File: src/logic/lacc_pkg.sv
// Purpose: Shared constants for the limit alarm and command check block.
// Assumes: 32-bit AHB-Lite register bus, 200 MHz clock.
// Notes:   Every register takes one aligned word; unmapped reads return zero.
package lacc_pkg;
  // Register byte offsets.
  localparam logic [7:0] OFF_CTRL     = 8'h00;
  localparam logic [7:0] OFF_STATUS   = 8'h04;
  localparam logic [7:0] OFF_ALARM    = 8'h08;
  localparam logic [7:0] OFF_IRQ_STAT = 8'h0C;
  localparam logic [7:0] OFF_IRQ_MASK = 8'h10;
  localparam logic [7:0] OFF_CMD_DATA = 8'h14;
  localparam logic [7:0] OFF_CMD      = 8'h18;
  localparam logic [7:0] OFF_RESULT   = 8'h1C;
  localparam logic [7:0] OFF_RDATA    = 8'h20;
  // Command word fields.
  localparam int CMD_OP_LSB  = 0;
  localparam int CMD_CH_LSB  = 4;
  localparam int CMD_REC_LSB = 8;
  localparam int SIGN_BIT    = 31;
  // Result word fields.
  localparam int RES_CODE_LSB = 0;
  localparam int RES_REJ_BIT  = 8;
  localparam int RES_ACC_BIT  = 9;
  // Status word fields.
  localparam int ST_ADJ_LSB   = 0;
  localparam int ST_WEIGH_LSB = 2;
  localparam int ST_FAULT_BIT = 4;
  localparam int ST_WAIT_BIT  = 5;
  localparam int ST_LIM_LSB   = 8;
  // Limit inputs: channel 1 limit 1, channel 1 limit 2, channel 2 limit 1, channel 2 limit 2.
  localparam int NUM_LIM = 4;
  // Interrupt status bits.
  localparam int IRQ_W     = 3;
  localparam int IRQ_ALARM = 0;
  localparam int IRQ_REJ   = 1;
  localparam int IRQ_ACC   = 2;
  localparam logic [1:0] CTRL_RST = 2'h3;
  // Commands.
  localparam logic [2:0] OP_WRITE_REC = 3'h0;
  localparam logic [2:0] OP_READ_REC  = 3'h1;
  localparam logic [2:0] OP_ADJ_ZERO  = 3'h2;
  localparam logic [2:0] OP_ADJ_WT    = 3'h3;
  localparam logic [2:0] OP_START     = 3'h4;
  localparam logic [2:0] OP_STOP      = 3'h5;
  // Data record numbers.
  localparam logic [7:0] REC_ADJ_WT = 8'h01;
  localparam logic [7:0] REC_FILTER = 8'h02;
  localparam logic [7:0] REC_ZERO   = 8'h03;
  localparam logic [7:0] REC_WDIG   = 8'h04;
  // Data and operator error codes.
  localparam logic [3:0] ERR_DIST  = 4'h0;
  localparam logic [3:0] ERR_FAULT = 4'h1;
  localparam logic [3:0] ERR_CHAN  = 4'h2;
  localparam logic [3:0] ERR_CODE  = 4'h3;
  localparam logic [3:0] ERR_REC   = 4'h4;
  localparam logic [3:0] ERR_UNADJ = 4'h5;
  localparam logic [3:0] ERR_WAIT  = 4'h6;
  localparam logic [3:0] ERR_NEG   = 4'h7;
  localparam logic [1:0] NUM_CH    = 2'h2;
  // AHB transfer types.
  localparam logic [1:0] HTRANS_NONSEQ = 2'h2;
  localparam logic [1:0] HTRANS_SEQ    = 2'h3;
  // Spacing of adjustment commands.
  localparam int CLK_HZ          = 200_000_000;
  localparam int ADJ_WAIT_S      = 5;
  localparam int ADJ_WAIT_CYCLES = ADJ_WAIT_S * CLK_HZ;
  localparam int WAIT_W          = 30;
  localparam logic [31:0] MIN_SPAN_DEF = 32'h0000_0100;
  localparam logic [3:0]  FILT_MAX_DEF = 4'h7;
endpackage

File: src/logic/lacc_top.sv
// Purpose: Limit-value process alarms and host command checking for two weighing channels.
// Assumes: Single AHB-Lite slave on the bus; limit and fault levels arrive asynchronously.
// Notes:   Writes finish with no wait state, reads with one.
// Summary of operation
// - Any limit change on either channel raises a process alarm; steady limits raise none.
// - Channel 1 alarm bits: 0 limit1 comes, 1 goes, 2 limit2 comes, 3 goes.
// - Channel 2 alarm bits: 4 limit1 comes, 5 goes, 6 limit2 comes, 7 goes.
// - Adjustment points lying too close together reject the command with code 0.
// - While a fault is present every command is refused with code 1.
// - Missing or inactive channel addressed gives code 2.
// - Undefined parameter or command code gives code 3.
// - Unknown data record number gives code 4.
// - Command needing a calibrated scale on an unadjusted scale gives code 5.
// - A negative adjustment weight is rejected with code 7.
`timescale 1ns/10ps
module lacc_top #(
  parameter int          ADJ_WAIT_CYC = lacc_pkg::ADJ_WAIT_CYCLES,
  parameter logic [31:0] MIN_SPAN     = lacc_pkg::MIN_SPAN_DEF,
  parameter logic [3:0]  FILT_MAX     = lacc_pkg::FILT_MAX_DEF
) (
  // Clock and reset.
  input  wire logic        CLOCK,
  input  wire logic        RESET_N,
  // AHB-Lite slave.
  input  wire logic        HSEL,
  input  wire logic [31:0] HADDR,
  input  wire logic [1:0]  HTRANS,
  input  wire logic        HWRITE,
  input  wire logic [2:0]  HSIZE,
  input  wire logic [31:0] HWDATA,
  input  wire logic        HREADY,
  output logic             HREADYOUT,
  output logic [31:0]      HRDATA,
  output logic             HRESP,
  // Process side.
  input  wire logic [3:0]  LIMIT,
  input  wire logic        FAULT,
  output logic [7:0]       ALARM_BYTE,
  output logic             ALARM_STROBE,
  output logic             IRQ
);
  localparam int WAIT_W = lacc_pkg::WAIT_W;
  // Loaded one short, so a command exactly ADJ_WAIT_CYC cycles after the last one is accepted.
  localparam logic [WAIT_W-1:0] WAIT_LOAD = WAIT_W'(ADJ_WAIT_CYC - 1);

  typedef struct packed {
    logic [3:0]             lim_s1;
    logic [3:0]             lim_s2;
    logic [3:0]             lim_prev;
    logic                   flt_s1;
    logic                   flt_s2;
    logic [7:0]             alarm;
    logic                   alarm_stb;
    logic [1:0]             ch_act;
    logic [2:0]             irq_st;
    logic [2:0]             irq_mask;
    logic [31:0]            cmd_data;
    logic [3:0]             res_code;
    logic                   res_rej;
    logic                   res_acc;
    logic [31:0]            rdata;
    logic [1:0][31:0]       zero;
    logic [1:0][31:0]       adj_wt;
    logic [1:0][31:0]       wdig;
    logic [1:0]             zero_def;
    logic [1:0]             wt_def;
    logic [1:0]             wdig_def;
    logic [1:0][3:0]        filt;
    logic [1:0]             weighing;
    logic [WAIT_W-1:0]      wait_cnt;
    logic                   wr_pend;
    logic                   rd_pend;
    logic [7:0]             addr;
    logic [31:0]            hrdata;
  } lacc_state_t;

  lacc_state_t st;
  lacc_state_t next_st;

  logic        accept;
  logic        cmd_go;
  logic [2:0]  cmd_op;
  logic [1:0]  cmd_ch;
  logic [7:0]  cmd_rec;
  logic        ci;
  logic [3:0]  change;
  logic        chk_err;
  logic [3:0]  chk_code;
  logic [31:0] rd_val;
  logic [2:0]  irq_clr;
  logic [2:0]  irq_set;
  logic [1:0]  adj_now;
  logic        cmd_chk_ok;

  // Calibration is complete only when all three adjustment values exist.
  function automatic logic [1:0] adjusted(input lacc_state_t s);
    adjusted = s.zero_def & s.wt_def & s.wdig_def;
  endfunction

  // Comes in the even bit, goes in the odd bit, channel 1 in the low nibble.
  function automatic logic [7:0] alarm_bits(input logic [3:0] cur, input logic [3:0] prev);
    alarm_bits = '0;
    for (int i = 0; i < lacc_pkg::NUM_LIM; i++) begin
      alarm_bits[2*i]   = cur[i] & ~prev[i];
      alarm_bits[2*i+1] = ~cur[i] & prev[i];
    end
  endfunction

  assign accept    = HSEL && HREADY && (HTRANS == lacc_pkg::HTRANS_NONSEQ || HTRANS == lacc_pkg::HTRANS_SEQ);
  assign cmd_go    = st.wr_pend && st.addr == lacc_pkg::OFF_CMD;
  assign cmd_op    = HWDATA[lacc_pkg::CMD_OP_LSB +: 3];
  assign cmd_ch    = HWDATA[lacc_pkg::CMD_CH_LSB +: 2];
  assign cmd_rec   = HWDATA[lacc_pkg::CMD_REC_LSB +: 8];
  assign ci        = cmd_ch[0];
  assign adj_now   = adjusted(st);
  assign cmd_chk_ok = cmd_go && !st.flt_s2 && cmd_ch < lacc_pkg::NUM_CH && st.ch_act[ci];
  assign change    = st.lim_s2 ^ st.lim_prev;
  assign HREADYOUT = !st.rd_pend;
  assign HRDATA    = st.hrdata;
  assign HRESP     = 1'b0;
  assign ALARM_BYTE   = st.alarm;
  assign ALARM_STROBE = st.alarm_stb;
  assign IRQ          = |(st.irq_st & st.irq_mask);

  lacc_check #(
    .MIN_SPAN (MIN_SPAN),
    .FILT_MAX (FILT_MAX)
  ) u_check (
    .op        (cmd_op),
    .chan      (cmd_ch),
    .rec       (cmd_rec),
    .data      (st.cmd_data),
    .fault     (st.flt_s2),
    .ch_act    (st.ch_act),
    .adjusted  (adj_now[ci]),
    .zero_def  (st.zero_def[ci]),
    .wdig_def  (st.wdig_def[ci]),
    .zero      (st.zero[ci]),
    .wdig      (st.wdig[ci]),
    .wait_busy (st.wait_cnt != '0),
    .err       (chk_err),
    .code      (chk_code)
  );

  always_comb begin
    rd_val = '0;
    unique case (st.addr)
      lacc_pkg::OFF_CTRL:     rd_val[1:0] = st.ch_act;
      lacc_pkg::OFF_STATUS: begin
        rd_val[lacc_pkg::ST_ADJ_LSB +: 2]   = adjusted(st);
        rd_val[lacc_pkg::ST_WEIGH_LSB +: 2] = st.weighing;
        rd_val[lacc_pkg::ST_FAULT_BIT]      = st.flt_s2;
        rd_val[lacc_pkg::ST_WAIT_BIT]       = st.wait_cnt != '0;
        rd_val[lacc_pkg::ST_LIM_LSB +: 4]   = st.lim_s2;
      end
      lacc_pkg::OFF_ALARM:    rd_val[7:0] = st.alarm;
      lacc_pkg::OFF_IRQ_STAT: rd_val[2:0] = st.irq_st;
      lacc_pkg::OFF_IRQ_MASK: rd_val[2:0] = st.irq_mask;
      lacc_pkg::OFF_CMD_DATA: rd_val      = st.cmd_data;
      lacc_pkg::OFF_RESULT: begin
        rd_val[lacc_pkg::RES_CODE_LSB +: 4] = st.res_code;
        rd_val[lacc_pkg::RES_REJ_BIT]       = st.res_rej;
        rd_val[lacc_pkg::RES_ACC_BIT]       = st.res_acc;
      end
      lacc_pkg::OFF_RDATA:    rd_val      = st.rdata;
      default:                rd_val      = '0;
    endcase
  end

  always_comb begin
    next_st = st;
    irq_clr = '0;
    irq_set = '0;
    // Both synchroniser chains; only the second stage feeds any logic.
    next_st.lim_s1   = LIMIT;
    next_st.lim_s2   = st.lim_s1;
    next_st.lim_prev = st.lim_s2;
    next_st.flt_s1   = FAULT;
    next_st.flt_s2   = st.flt_s1;
    next_st.alarm_stb = |change;
    if (|change) begin
      next_st.alarm = alarm_bits(st.lim_s2, st.lim_prev);
    end
    irq_set[lacc_pkg::IRQ_ALARM] = |change;
    // Bus pipeline: a read waits one cycle so its data come from a flop.
    next_st.wr_pend = accept && HWRITE;
    next_st.rd_pend = accept && !HWRITE;
    if (accept) begin
      next_st.addr = HADDR[7:0];
    end
    if (st.rd_pend) begin
      next_st.hrdata = rd_val;
    end
    if (st.wait_cnt != '0) begin
      next_st.wait_cnt = st.wait_cnt - 1'b1;
    end
    if (st.wr_pend) begin
      unique case (st.addr)
        lacc_pkg::OFF_CTRL:     next_st.ch_act   = HWDATA[1:0];
        lacc_pkg::OFF_IRQ_STAT: irq_clr          = HWDATA[2:0];
        lacc_pkg::OFF_IRQ_MASK: next_st.irq_mask = HWDATA[2:0];
        lacc_pkg::OFF_CMD_DATA: next_st.cmd_data = HWDATA;
        default: ;
      endcase
    end
    if (cmd_go) begin
      // The verdict is the immediate reply; a rejection commits nothing else.
      next_st.res_code = chk_err ? chk_code : lacc_pkg::ERR_DIST;
      next_st.res_rej  = chk_err;
      next_st.res_acc  = !chk_err;
      irq_set[lacc_pkg::IRQ_REJ] = chk_err;
      irq_set[lacc_pkg::IRQ_ACC] = !chk_err;
      if (!chk_err) begin
        unique case (cmd_op)
          lacc_pkg::OP_WRITE_REC: begin
            if (cmd_rec == lacc_pkg::REC_ADJ_WT) begin
              next_st.adj_wt[ci] = st.cmd_data;
              next_st.wt_def[ci] = 1'b1;
            end else begin
              next_st.filt[ci] = st.cmd_data[3:0];
            end
          end
          lacc_pkg::OP_READ_REC: begin
            unique case (cmd_rec)
              lacc_pkg::REC_ADJ_WT: next_st.rdata = st.adj_wt[ci];
              lacc_pkg::REC_FILTER: next_st.rdata = {28'h0, st.filt[ci]};
              lacc_pkg::REC_ZERO:   next_st.rdata = st.zero[ci];
              default:              next_st.rdata = st.wdig[ci];
            endcase
          end
          lacc_pkg::OP_ADJ_ZERO: begin
            next_st.zero[ci]     = st.cmd_data;
            next_st.zero_def[ci] = 1'b1;
            next_st.wait_cnt     = WAIT_LOAD;
          end
          lacc_pkg::OP_ADJ_WT: begin
            next_st.wdig[ci]     = st.cmd_data;
            next_st.wdig_def[ci] = 1'b1;
            next_st.wait_cnt     = WAIT_LOAD;
          end
          lacc_pkg::OP_START: next_st.weighing[ci] = 1'b1;
          default:            next_st.weighing[ci] = 1'b0;
        endcase
      end
    end
    // A new event outweighs a clear written in the same cycle.
    next_st.irq_st = (st.irq_st & ~irq_clr) | irq_set;
  end

  always_ff @(posedge CLOCK) begin
    if (!RESET_N) begin
      st        <= '0;
      st.ch_act <= lacc_pkg::CTRL_RST;
    end else begin
      st <= next_st;
    end
  end
endmodule // lacc_top

File: src/logic/lacc_check.sv
// Purpose: Combinational check of one host command against the block state.
// Assumes: Channel fields already selected for the addressed channel.
// Notes:   The first failing test in priority order gives the error code.
`timescale 1ns/10ps
module lacc_check #(
  parameter logic [31:0] MIN_SPAN = lacc_pkg::MIN_SPAN_DEF,
  parameter logic [3:0]  FILT_MAX = lacc_pkg::FILT_MAX_DEF
) (
  // Command.
  input  wire logic [2:0]  op,
  input  wire logic [1:0]  chan,
  input  wire logic [7:0]  rec,
  input  wire logic [31:0] data,
  // Block state.
  input  wire logic        fault,
  input  wire logic [1:0]  ch_act,
  input  wire logic        adjusted,
  input  wire logic        zero_def,
  input  wire logic        wdig_def,
  input  wire logic [31:0] zero,
  input  wire logic [31:0] wdig,
  input  wire logic        wait_busy,
  // Verdict.
  output logic             err,
  output logic [3:0]       code
);
  logic        op_known;
  logic        rec_bad;
  logic [31:0] other;
  logic        other_def;
  logic [32:0] diff;
  logic [32:0] span;

  always_comb begin
    op_known  = op <= lacc_pkg::OP_STOP;
    rec_bad   = (op == lacc_pkg::OP_WRITE_REC && rec != lacc_pkg::REC_ADJ_WT && rec != lacc_pkg::REC_FILTER) ||
                (op == lacc_pkg::OP_READ_REC && (rec < lacc_pkg::REC_ADJ_WT || rec > lacc_pkg::REC_WDIG));
    // Each adjustment point is measured against the other one, if that is defined.
    other     = (op == lacc_pkg::OP_ADJ_ZERO) ? wdig : zero;
    other_def = (op == lacc_pkg::OP_ADJ_ZERO) ? wdig_def : (op == lacc_pkg::OP_ADJ_WT && zero_def);
    diff      = {data[lacc_pkg::SIGN_BIT], data} - {other[lacc_pkg::SIGN_BIT], other};
    span      = diff[32] ? 33'(-diff) : diff;
    err       = 1'b1;
    if (fault) begin
      code = lacc_pkg::ERR_FAULT;
    end else if (chan >= lacc_pkg::NUM_CH || !ch_act[chan[0]]) begin
      code = lacc_pkg::ERR_CHAN;
    end else if (!op_known) begin
      code = lacc_pkg::ERR_CODE;
    end else if (rec_bad) begin
      code = lacc_pkg::ERR_REC;
    end else if (op == lacc_pkg::OP_START && !adjusted) begin
      code = lacc_pkg::ERR_UNADJ;
    end else if ((op == lacc_pkg::OP_ADJ_ZERO || op == lacc_pkg::OP_ADJ_WT) && wait_busy) begin
      code = lacc_pkg::ERR_WAIT;
    end else if (op == lacc_pkg::OP_WRITE_REC && rec == lacc_pkg::REC_ADJ_WT && data[lacc_pkg::SIGN_BIT]) begin
      code = lacc_pkg::ERR_NEG;
    end else if (other_def && span < {1'b0, MIN_SPAN}) begin
      code = lacc_pkg::ERR_DIST;
    end else if (op == lacc_pkg::OP_WRITE_REC && rec == lacc_pkg::REC_FILTER && data > {28'h0, FILT_MAX}) begin
      code = lacc_pkg::ERR_CODE;
    end else begin
      err  = 1'b0;
      code = lacc_pkg::ERR_DIST;
    end
  end
endmodule // lacc_check

File: config.mk
export PLATFORM = sky130hd
export DESIGN_NAME = lacc_top
export DESIGN_NICKNAME = d
export VERILOG_FILES = /design/src/logic/lacc_pkg.sv /design/src/logic/lacc_top.sv /design/src/logic/lacc_check.sv
export SDC_FILE = /design/constraint.sdc
export NUM_CORES = 1
export LEC_CHECK = 0
export ABC_CLOCK_PERIOD_IN_PS = 10700
export BUFFER_PORTS_ARGS = -buffer_cell sky130_fd_sc_hd__buf_2
export CAP_MARGIN = 0
export CORE_MARGIN = 3
export CORE_UTILIZATION = 47
export DETAILED_ROUTE_END_ITERATION = 7
export GPL_ROUTABILITY_DRIVEN = 0
export PLACE_DENSITY = 0.64
export SYNTH_ARGS = -nofsm -noshare
export SYNTH_HDL_FRONTEND = slang
export SYNTH_SLANG_ARGS = --single-unit
File: constraint.sdc
create_clock -name CLOCK -period 10.7 [get_ports CLOCK]
set_input_delay 2.14 -clock CLOCK [delete_from_list [all_inputs] [get_ports CLOCK]]
set_output_delay 2.14 -clock CLOCK [all_outputs]
set_load 0.03 [all_outputs]
* After elaboration in Yosys (flattened, before gate mapping)
Cells that the tools add are included.
Cells by class: add/sub/neg operators 3, magnitude comparators 8, eq/ne operators 19, multiplexer cells 65, bitwise gates (word level) 32, reduce and logical (&&, ||, !) cells 43
Operator list (number):
- $mux 32 | 8
- $bwmux 64 | 3
- $mux 30 | 4
- $pmux 32 s3 | 1
- $mux 4 | 12
- $pmux 20 s2 | 1
- $lt 33x9->1 const B | 1
- $mux 33 | 1
- $neg 33->33 | 1
- $sub 32x32->33 | 1
- $demux 32 s1 | 1
- $eq 8x5->1 const B | 4
- $gt 32x3->1 const B | 1
- $reduce_bool 30->1 | 1
- $sub 30x1->30 const B | 1
- $mux 1 | 19
- $logic_and 1x1->1 | 17
- $eq 8x2->1 const B | 2
- $eq 8x4->1 const B | 2
- $pmux 2 s4 | 2
- $pmux 2 s8 | 1
- $pmux 2 s3 | 2
- $reduce_and 3->1 | 4
- $not 1->1 | 11
- other kinds (40) | 69
Word-level totals: bits in registers 381, input bits 79, output and inout bits 44, logic and storage cells 202

* Depth between registers and ports, before layout
Gate-level depths: netlist (run 1).
depth in word-level cells 19, gate-level depth with buffers 23, depth with buffers taken out 18

* Hierarchy
From an unflattened synthesis (run 1), not the netlist that was laid out.
Unflattened totals: cells, all modules 2453, area, all modules 19741.4 µm²
Modules (own cells, without submodules):
- lacc_top | instances 1, cells each 1958, area each 16518.3 µm², sequential area each 7627.3 µm²
- lacc_check | instances 1, cells each 495, area each 3223.1 µm², sequential area each 0.0 µm²

* Worst setup path after synthesis (run 1)
OpenSTA, ideal clock, no wires.
path type input-to-reg, start input HWDATA[4], end register st[100] in the netlist's numbering, data arrival time 8.139 ns, required time 10.628 ns, slack 2.489 ns, cell stages on the path 22, path buffers 7, cell sequence clkbuf_1 clkbuf_1 buf_1 buf_1 mux4_2 inv_1 ha_1 buf_6 a21o_4 a221oi_4 xnor2_1 or4_1 or4_1 buf_2 or4_4 nor4_4 a31oi_1 a21oi_2 nand4_4 o2111ai_4 buf_8 mux2i_1
Between the ends: cells in the longest elaborated chain, start to end 18, elaborated cells on any way between the ends 41
Ends and longest elaborated chain:
- from (decl) | line lacc_top.sv:30 | input wire logic [31:0] HWDATA,
- $mux 32, on equally long branches (2 in a row) | line lacc_top.sv:138, lacc_top.sv:139
- $mux 32 | line lacc_check.sv:39 | other = (op == lacc_pkg::OP_ADJ_ZERO) ? wdig : zero;
- $sub 32x32->33 | line lacc_check.sv:41 | diff = {data[lacc_pkg::SIGN_BIT], data} - {other[lacc_pkg::SIGN_BIT], other};
- $neg 33->33 | line lacc_check.sv:42 | span = diff[32] ? 33'(-diff) : diff;
- $mux 33 | line lacc_check.sv:42
- $lt 33x9->1 | line lacc_check.sv:58 | end else if (other_def && span < {1'b0, MIN_SPAN}) begin
- $logic_and 1x1->1 | line lacc_check.sv:58
- $mux 1 | line lacc_check.sv:58
- $mux 1 | line lacc_check.sv:56 | end else if (op == lacc_pkg::OP_WRITE_REC && rec == lacc_pkg::REC_ADJ_WT && data[lacc_pkg::SIGN_BIT]) begin
- $mux 1 | line lacc_check.sv:54 | end else if ((op == lacc_pkg::OP_ADJ_ZERO || op == lacc_pkg::OP_ADJ_WT) && wait_busy) begin
- $mux 1 | line lacc_check.sv:52 | end else if (op == lacc_pkg::OP_START && !adjusted) begin
- $mux 1 | line lacc_check.sv:50 | end else if (rec_bad) begin
- $mux 1 | line lacc_check.sv:48 | end else if (!op_known) begin
- $mux 1 | line lacc_check.sv:46 | end else if (chan >= lacc_pkg::NUM_CH || !ch_act[chan[0]]) begin
- $mux 1 | line lacc_check.sv:44 | if (fault) begin
- $not 1->1 (no line)
- $reduce_and 3->1 (no line)
- to (signal assigned) | line lacc_top.sv:255 | st <= next_st;
- to (decl) | line lacc_top.sv:77 | lacc_state_t st;
Parallel ways exist; a longest one is shown, timed or not. The select of a mux whose other input is x is not followed. A chain may end at the register's enable or synchronous reset.

* Final worst setup path (run 1)
start input HWDATA[1], end register st[108] in the netlist's numbering
Between the ends: cells in the longest elaborated chain, start to end 17, elaborated cells on any way between the ends 36
Ends and longest elaborated chain (line):
- $eq 3x2->1 | lacc_check.sv:39, lacc_check.sv:40, lacc_check.sv:54
- $mux 32 | lacc_check.sv:39
- $sub 32x32->33 | lacc_check.sv:41
- $neg 33->33 | lacc_check.sv:42
- $mux 33 | lacc_check.sv:42
- $lt 33x9->1 | lacc_check.sv:58
- $logic_and 1x1->1 | lacc_check.sv:58
- $mux 1 | lacc_check.sv:58
- $mux 1 | lacc_check.sv:56
- $mux 1 | lacc_check.sv:54
- $mux 1 | lacc_check.sv:52
- $mux 1 | lacc_check.sv:50
- $mux 1 | lacc_check.sv:48
- $mux 1 | lacc_check.sv:46
- $mux 1 | lacc_check.sv:44
- $not 1->1 (no line)
- $reduce_and 3->1 (no line) *
Mark *: on every way between the ends. The rest lies on a longest branch, timed or not.

==> results of run 1 <==
[worst reg2reg max path, stage by stage (launching register included)]
cell,delay [ns]
sky130_fd_sc_hd__dfxtp_1,0.33
sky130_fd_sc_hd__mux4_2,0.46
sky130_fd_sc_hd__inv_1,0.08
sky130_fd_sc_hd__ha_1,0.34
sky130_fd_sc_hd__a21o_4,0.29
sky130_fd_sc_hd__a221oi_4,0.39
sky130_fd_sc_hd__xnor2_1,0.10
sky130_fd_sc_hd__or4_1,0.57
sky130_fd_sc_hd__nor4_1,0.62
sky130_fd_sc_hd__nand4bb_1,0.46
sky130_fd_sc_hd__nor4_1,0.57
sky130_fd_sc_hd__o2111ai_1,0.27
sky130_fd_sc_hd__a21oi_2,0.25
sky130_fd_sc_hd__nand4_4,0.27
sky130_fd_sc_hd__o2111ai_4,0.34
sky130_fd_sc_hd__buf_4,0.50
sky130_fd_sc_hd__mux2i_1,0.28
[cell usage in the layout (no fill, tap or decap), types with 23 or more instances in the layout]
cell type and count:
sky130_fd_sc_hd__nand2_1 390, sky130_fd_sc_hd__dfxtp_1 380, sky130_fd_sc_hd__mux2i_1 265, sky130_fd_sc_hd__a21oi_1 110
sky130_fd_sc_hd__buf_2 91, sky130_fd_sc_hd__nor2_1 88, sky130_fd_sc_hd__nor2b_1 85, sky130_fd_sc_hd__a21boi_0 60
sky130_fd_sc_hd__inv_1 58, sky130_fd_sc_hd__clkbuf_16 43, sky130_fd_sc_hd__ha_1 41, sky130_fd_sc_hd__mux2_2 39
sky130_fd_sc_hd__o21ai_0 35, sky130_fd_sc_hd__nor3_1 34, sky130_fd_sc_hd__o211a_1 34, sky130_fd_sc_hd__mux4_2 33
sky130_fd_sc_hd__nand3_1 32, sky130_fd_sc_hd__xnor2_1 28, sky130_fd_sc_hd__o22ai_1 28, sky130_fd_sc_hd__and2_1 27
sky130_fd_sc_hd__nor3b_1 26, sky130_fd_sc_hd__a221oi_1 26, sky130_fd_sc_hd__buf_4 23
[synthesized netlist by cell type, drive strengths merged (34+ instances only)]
cell	number
dfxtp	380
mux2	39
inv	59
a21oi	111
nor2b	86
nand2	392
nor2	89
o21ai	38
buf	77
ha	41
o211a	34
clkbuf	123
nor3	34
a21boi	69
mux2i	265
[power by group through the flow]
stage,sequential [uW],clock (uW),combinational [uW]
4_1_cts,1520,1530,422
3_5_place_dp,1560,0,419
2_1_floorplan,1540,0,340
3_3_place_gp,1550,0,412
5_1_grt,1530,1590,478
6_report,1520,1510,420
[flip-flops by register name, summed over array words and instances, names as in the netlist, named ones only]
register	cells
st	328
HRDATA	32
next_st	9
ALARM_BYTE	8
ALARM_STROBE	1
[metal layers]
layer	part of all wire	global-route usage	up-vias
li1	-	-	8169
met1	0.46	0.332	8325
met2	0.46	0.389	539
met3	0.063	0.0390	98
met4	0.025	0.0722	2
met5	0.00022	0	-
[stage by stage]
step	power, uW	setup WS (ns)	hold WS, ns	cells
final	3450	1.83	0.432	2902
after global routing	3600	1.50	0.445	2901
after CTS	3480	1.94	0.432	2901
after detailed placement	1970	1.35	0.422	2826
after global placement	1960	1.46	0.415	2826
after floorplan	1880	2.49	0.409	2323
[worst paths after layout]
check,cells past startpoint,from,endpoint,slack [ns]
min,2,st[183],st[183],0.43
max reg2reg,16,st[124],st[108],4.48
max,20,HWDATA[1],st[108],1.83
min reg2reg,2,st[183],st[183],0.43
[kinds of logic (layout without fill, tap and decap cells)]
group / after synthesis / after routing / share of synthesized area
other: 1 / 2 / 0.000180
buffers and inverters: 260 / 253 / 0.0607
AOI/OAI and AO/OA: 444 / 444 / 0.156
adders and majority gates: 42 / 42 / 0.0256
and+or+nand+nor: 810 / 810 / 0.188
DFF: 380 / 380 / 0.366
xor gates and xnor gates: 49 / 49 / 0.0206
muxes: 337 / 337 / 0.184
[final cells by class]
type | count | area, um^2 | area share
Timing Repair Buffer | 118 | 694 | 0.0306
Sequential cell | 380 | 7610 | 0.335
Antenna cell | 1 | 2.50 | 0.000110
Clock inverter | 13 | 168 | 0.00739
Tap cell | 585 | 732 | 0.0323
Inverter | 60 | 225 | 0.00992
Multi-Input combinational cell | 1683 | 12000 | 0.528
Clock buffer | 62 | 1290 | 0.0567
==> Flow_metrics.wiki, run 1 <==
{| class="wikitable"
! Metric !! Value
|-
| Status || finished, final reports clean
|-
| Placed cell area || 21200 um^2
|-
| Leakage power summed over all cells || 0.00987 uW
|-
| Final Hold Viols || 0
|-
| Total routed wirelength || 57800 um
|-
| Clock power frac || 0.437
|-
| DRC errors left || 0
|-
| Clock root cell || sky130_fd_sc_hd__clkbuf_16
|-
| Synthesized area per cell || 8.96 um^2
|-
| Filler Cells Inserted || 4082
|-
| Number of buffers inserted during clock tree synthesis || 42
|-
| Remaining global-route overflow || 0
|-
| Minimum period implied by the final worst setup slack || 8.87 ns
|-
| Critical path buffers and inverters || 3
|-
| Starting Density || 0.480
|-
| Slew Limit Headroom || 0.343
|-
| Post-synthesis cell area || 20800 um^2
|-
| Internal power summed over all cells || 2570 uW
|-
| Final Net Count || 2406
|-
| First-pass GRT wire length || 91300 um
|-
| Number of buffers inserted by port buffering || 93
|-
| Slowest stage cell, crit path || sky130_fd_sc_hd__nor2b_4
|-
| Share of flip-flops with an asynchronous set or reset after synthesis || 0
|-
| Max capacitance violation total || 0
|-
| Hold buffers post-CTS || 0
|-
| Max Freq || 113 MHz
|-
| Worst clock skew || 0.0205 ns
|-
| Power per Cell Area || 152 nW/um^2
|-
| Final Slew Violations || 0
|-
| Post-Route Utilization || 0.523
|-
| Switching power of the nets || 887 uW
|-
| Via count of the first global-routing pass || 16675
|-
| Share of layout cells above drive strength 1 || 0.127
|-
| Iter 0 DRT Violations || 1479
|-
| Largest driver fanout on the critical path || 24
|-
| Register clock-pin slew on the reported worst setup and hold paths || 0.06 ns
|-
| Number of enable flip-flop cells after synthesis || 0
|-
| Overall via count from detail_route || 17133
|-
| Capturing element type of the critical path || flip-flop
|-
| GR Util All Layers || 0.240
|-
| Final total negative setup slack || 0 ns
|-
| Number of setup buffers added after CTS || 0
|-
| Maximum number of pins on one net before global-route repair || 237
|-
| Portion of synthesized cell area occupied by the leading cell type || 0.366
|-
| Num ports || 123
|-
| Cell repeated most along the worst path || sky130_fd_sc_hd__nor4_1
|-
| Critical Path Max Stage Delay || 0.65 ns
|-
| Die area || 46800 um^2
|-
| Antenna violations before repair || 2
|-
| CP Class || input pin to flip-flop
|-
| Antenna violation net count after detailed routing || 0
|-
| Number of detailed-route iterations in the first pass || 6
|-
| Largest area contributor in the netlist || sky130_fd_sc_hd__dfxtp_1
|-
| RSZ-0062 raised after global routing || no
|-
| Vert. Die Dim || 216 um
|-
| Clk Latency, worst-skew pair || 0.57 ns
|-
| Count of distinct cell types in the synthesized netlist || 85
|-
| Category of cells accounting for the largest share of critical-path delay || simple AND/OR/NAND/NOR gates
|-
| Post-route fraction of the period consumed by the critical path || 0.829
|-
| Number of instances in the synthesized netlist || 2323
|-
| Clock tree from TritonCTS || built
|-
| Sequential cell fraction of total power || 0.442
|-
| Comb pwr share || 0.121
|-
| Worst voltage drop across the vdd grid || 0.129 mV
|-
| Yosys reg bits || 380
|-
| Design area || 22700 um^2
|-
| Final setup violation count || 0
|-
| Clk buf depth || 3
|-
| Maximum level of the CTS H-tree || 2
|-
| Std-Cell Rows || 76
|-
| Sequential-to-total area share from yosys stat || 0.366
|-
| Dominant register cell in the synthesized netlist || sky130_fd_sc_hd__dfxtp_1
|-
| # resized after CTS || 0
|-
| Mean number of vias per cell || 5.90
|-
| Routed len/inst || 19.9 um
|-
| Total number of yosys warnings || 0
|-
| Number of clock sinks seen by CTS || 380
|-
| Worst endpoint required time || 11.18 ns
|-
| HPWL after DPL || 38600 um
|-
| Largest cells by area after synthesis || sky130_fd_sc_hd__dfxtp_1, sky130_fd_sc_hd__mux2i_1, sky130_fd_sc_hd__nand2_1, sky130_fd_sc_hd__mux4_2, sky130_fd_sc_hd__a21oi_1
|-
| Transition time at the pin with the least slew margin || 0.976 ns
|-
| Arrival time of the worst setup path || 9.35 ns
|-
| Placeable Area || 43400 um^2
|-
| Layout overhead on the synthesized area || 9.03%
|-
| Switching share of total power || 0.257
|-
| Floorplan die width || 216 um
|-
| Worst Hold Class || flip-flop to flip-flop
|-
| CP Launch Type || input pin
|-
| Total nets after synthesis || 2444
|-
| Critical path, cell by cell || buf_2 > nor2b_1 > nor2b_4 > mux4_2 > ha_1 > inv_1 > fa_1 > a21o_1 > a221oi_4 > xnor2_1 > or4_1 > nor4_1 > nand4bb_1 > nor4_1 > o2111ai_1 > a21oi_2 > nand4_4 > o2111ai_4 > buf_4 > mux2i_1
|}
(Power assumes the default switching activity.)
==> run 2, diff against run 1 <==
--- a/config.mk
+++ b/config.mk
@@ -5,14 +5,14 @@
 export SDC_FILE = /design/constraint.sdc
 export NUM_CORES = 1
 export LEC_CHECK = 0
-export ABC_CLOCK_PERIOD_IN_PS = 10700
+export ABC_CLOCK_PERIOD_IN_PS = 7600
 export BUFFER_PORTS_ARGS = -buffer_cell sky130_fd_sc_hd__buf_2
 export CAP_MARGIN = 0
 export CORE_MARGIN = 3
 export CORE_UTILIZATION = 47
 export DETAILED_ROUTE_END_ITERATION = 7
 export GPL_ROUTABILITY_DRIVEN = 0
-export PLACE_DENSITY = 0.64
+export PLACE_DENSITY = 0.67
 export SYNTH_ARGS = -nofsm -noshare
 export SYNTH_HDL_FRONTEND = slang
 export SYNTH_SLANG_ARGS = --single-unit
==> constraint.sdc (replaced) <==
create_clock -name CLOCK -period 7.6 [get_ports CLOCK]
set_input_delay 1.52 -clock CLOCK [delete_from_list [all_inputs] [get_ports CLOCK]]
set_output_delay 1.52 -clock CLOCK [all_outputs]
set_load 0.03 [all_outputs]
==> Flow_metrics.wiki, run 2 (synthesis gave the netlist of run 1 again) <==
{| class="wikitable"
! Metric !! Value
|-
| Vert. Die Dim || 216 um (unchanged)
|-
| Most frequent standard cell in the layout excluding fill and tap cells || sky130_fd_sc_hd__nand2_1
|-
| Number of detailed-route iterations in the first pass || 5 (-1)
|-
| CP Launch Type || input pin
|-
| RSZ-0062 raised after global routing || no
|-
| Critical path buffers and inverters || 4 (+1)
|-
| Most used cells in the layout excluding fill and tap cells || sky130_fd_sc_hd__nand2_1, sky130_fd_sc_hd__dfxtp_1, sky130_fd_sc_hd__mux2i_1
|-
| Global routing usage on met1 || 0.324 (-0.00802)
|-
| Std-Cell Rows || 76 (unchanged)
|-
| Number of clock sinks seen by CTS || 380 (unchanged)
|-
| Hold buffers post-CTS || 0 (unchanged)
|-
| GR Util All Layers || 0.240 (-0.000667)
|-
| Transition time at the pin with the least slew margin || 1.02 ns (+0.0430 ns)
|-
| Via count of the first global-routing pass || 16982 (+1.8%)
|-
| Clock tree from TritonCTS || built
|-
| Layout overhead on the synthesized area || 9.37%
|-
| Multi-input combinational cell area || 12000 um^2 (about the same)
|-
| Final setup violation count || 0 (unchanged)
|-
| DRC errors left || 0 (unchanged)
|-
| Flip-flop count of the largest register, all copies and words added || 328 (unchanged)
|-
| First-pass GRT wire length || 91700 um (+0.41%)
|-
| Total routed wirelength || 57500 um (-0.52%)
|-
| Antenna violations before repair || 1 (-1)
|-
| Post-route fraction of the period consumed by the critical path || 0.928
|-
| Antenna violation net count after detailed routing || 0 (unchanged)
|-
| Maximum level of the CTS H-tree || 2 (unchanged)
|-
| Worst voltage drop across the vdd grid || 0.180 mV (+39%)
|-
| Layer carrying the most global-route usage || met2
|-
| Worst clock skew || 0.0201 ns (-0.000383 ns)
|-
| Category of cells accounting for the largest share of critical-path delay || compound AO/OA/AOI/OAI gates
|-
| Global-route track usage on met3 || 0.0304 (-0.00855)
|-
| Slowest stage cell, crit path || sky130_fd_sc_hd__nor4_1
|-
| Leakage power summed over all cells || 0.00992 uW (+0.54%)
|-
| Max Freq || 142 MHz
|-
| # resized after CTS || 0 (unchanged)
|-
| Routed len/inst || 19.7 um (-1.3%)
|-
| Source of the worst register-to-register timing path || st[124]
|-
| Met2 track utilization from global routing || 0.395 (+0.00616)
|-
| Source of the critical timing path || HWDATA[1]
|-
| Clk buf depth || 3 (unchanged)
|-
| Register with the highest flop count || st
|-
| Clk Latency, worst-skew pair || 0.55 ns (-0.02 ns)
|-
| Critical path, cell by cell || buf_2 > nor2b_1 > nor2b_4 > buf_4 > mux4_2 > inv_1 > ha_1 > a21o_1 > a31o_2 > a2111oi_0 > a211oi_1 > nor2_1 > nand3_1 > nor4_1 > o2111ai_1 > a21oi_2 > nand4_4 > o2111ai_4 > buf_12 > mux2i_1
|-
| Overall Power || 4670 uW (+35%)
|-
| Number of setup buffers added after CTS || 0 (unchanged)
|-
| Number of buffers inserted during clock tree synthesis || 41 (-2.4%)
|-
| Arrival time of the worst setup path || 7.51 ns (-1.84 ns)
|-
| Post-Route Utilization || 0.525 (+0.00162)
|-
| Max capacitance violation total || 0 (unchanged)
|-
| Minimum period implied by the final worst setup slack || 7.05 ns
|-
| Worst Hold Class || flip-flop to flip-flop
|-
| Clock root cell || sky130_fd_sc_hd__clkbuf_16
|-
| Launch instance of the worst min-delay path || st[77]
|-
| Critical Path Max Stage Delay || 0.47 ns (-0.18 ns)
|-
| Final total negative setup slack || 0 ns (unchanged)
|-
| HPWL after DPL || 39300 um (+1.8%)
|-
| Status || finished, final reports clean
|-
| Placeable Area || 43400 um^2 (unchanged)
|-
| Share of layout cells above drive strength 1 || 0.131 (+0.00474)
|-
| Final Slew Violations || 0 (unchanged)
|-
| Slew Limit Headroom || 0.320 (-0.0234)
|-
| CP Class || input pin to flip-flop
|-
| Final Hold Viols || 0 (unchanged)
|-
| Worst endpoint required time || 8.06 ns (-3.12 ns)
|-
| Starting Density || 0.480 (unchanged)
|-
| Final Net Count || 2434 (+1.2%)
|-
| Antenna diode count || 0 (-1)
|-
| Number of buffers inserted by port buffering || 93 (unchanged)
|-
| Largest driver fanout on the critical path || 25 (+4.2%)
|-
| Num ports || 123 (unchanged)
|-
| Register clock-pin slew on the reported worst setup and hold paths || 0.06 ns (about the same)
|-
| Iter 0 DRT Violations || 1273 (-14%)
|-
| Overall via count from detail_route || 17315 (+1.1%)
|-
| Capturing element type of the critical path || flip-flop
|-
| Die area || 46800 um^2 (unchanged)
|-
| Area taken by flip-flops and latches || 7610 um^2 (unchanged)
|-
| Maximum number of pins on one net before global-route repair || 173 (-27%)
|-
| Mean number of vias per cell || 5.92 (+0.30%)
|-
| Floorplan die width || 216 um (unchanged)
|-
| Filler Cells Inserted || 4075 (-0.17%)
|-
| Remaining global-route overflow || 0 (unchanged)
|-
| Power per Cell Area || 205 nW/um^2 (+35%)
|}
run 2: cell types whose count changed in the layout (fill, tap and decap cells not counted), moves of 2 or more:
cell / delta
sky130_fd_sc_hd__buf_4: +26
sky130_fd_sc_hd__clkbuf_1: +8
sky130_fd_sc_hd__clkbuf_8: -7
sky130_fd_sc_hd__buf_12: +3
sky130_fd_sc_hd__clkinv_2: -3
sky130_fd_sc_hd__bufinv_16: -2
run 2: tightest hold or removal path: stages, from the launching register on:
cell,delay (ns)
sky130_fd_sc_hd__dfxtp_1,0.31
sky130_fd_sc_hd__nand2_1,0.05
sky130_fd_sc_hd__nor2_1,0.03
run 2: layer usage:
layer | wire length, um | up-vias | share of wire
met3 | 3800 | 126 | 0.066
met2 | 26500 | 605 | 0.46
met1 | 25200 | 8352 | 0.44
li1 | - | 8230 | -
met4 | 2000 | 2 | 0.035
met5 | 11 | - | 0.00019
run 2: area by class of cell:
cell class / instances / area share
clock buffers: 62 / 0.0526
clock inverters: 7 / 0.00346
inverters: 60 / 0.00989
multi-input cells: 1683 / 0.526
flip-flops and latches: 380 / 0.334
well taps: 585 / 0.0322
repair buffers: 147 / 0.0417
run 2: metrics by stage:
stage | hold slack [ns] | setup WS [ns] | instance area [um^2] | cells
2_1_floorplan | 0.409 | 0.00930 | 20800 | 2323
3_3_place_gp | 0.415 | 0.208 | 21500 | 2855
3_5_place_dp | 0.418 | 0.132 | 21500 | 2855
4_1_cts | 0.428 | 0.689 | 22800 | 2924
5_1_grt | 0.440 | 0.0480 | 22800 | 2924
6_report | 0.426 | 0.546 | 22800 | 2924
run 2: path summary, 6_finish.rpt:
kind | endpoint | slack, ns | depth (start not counted)
max reg2reg | st[141] | 2.02 | 16
max | st[141] | 0.55 | 20
min | st[77] | 0.43 | 2
min reg2reg | st[77] | 0.43 | 2
run 2: power breakdown:
group          switching [uW]  total [uW]  internal, uW
sequential               72.8        2150          2080
combinational             339         597           258
clock                     812        1930          1120
total                    1220        4670          3450
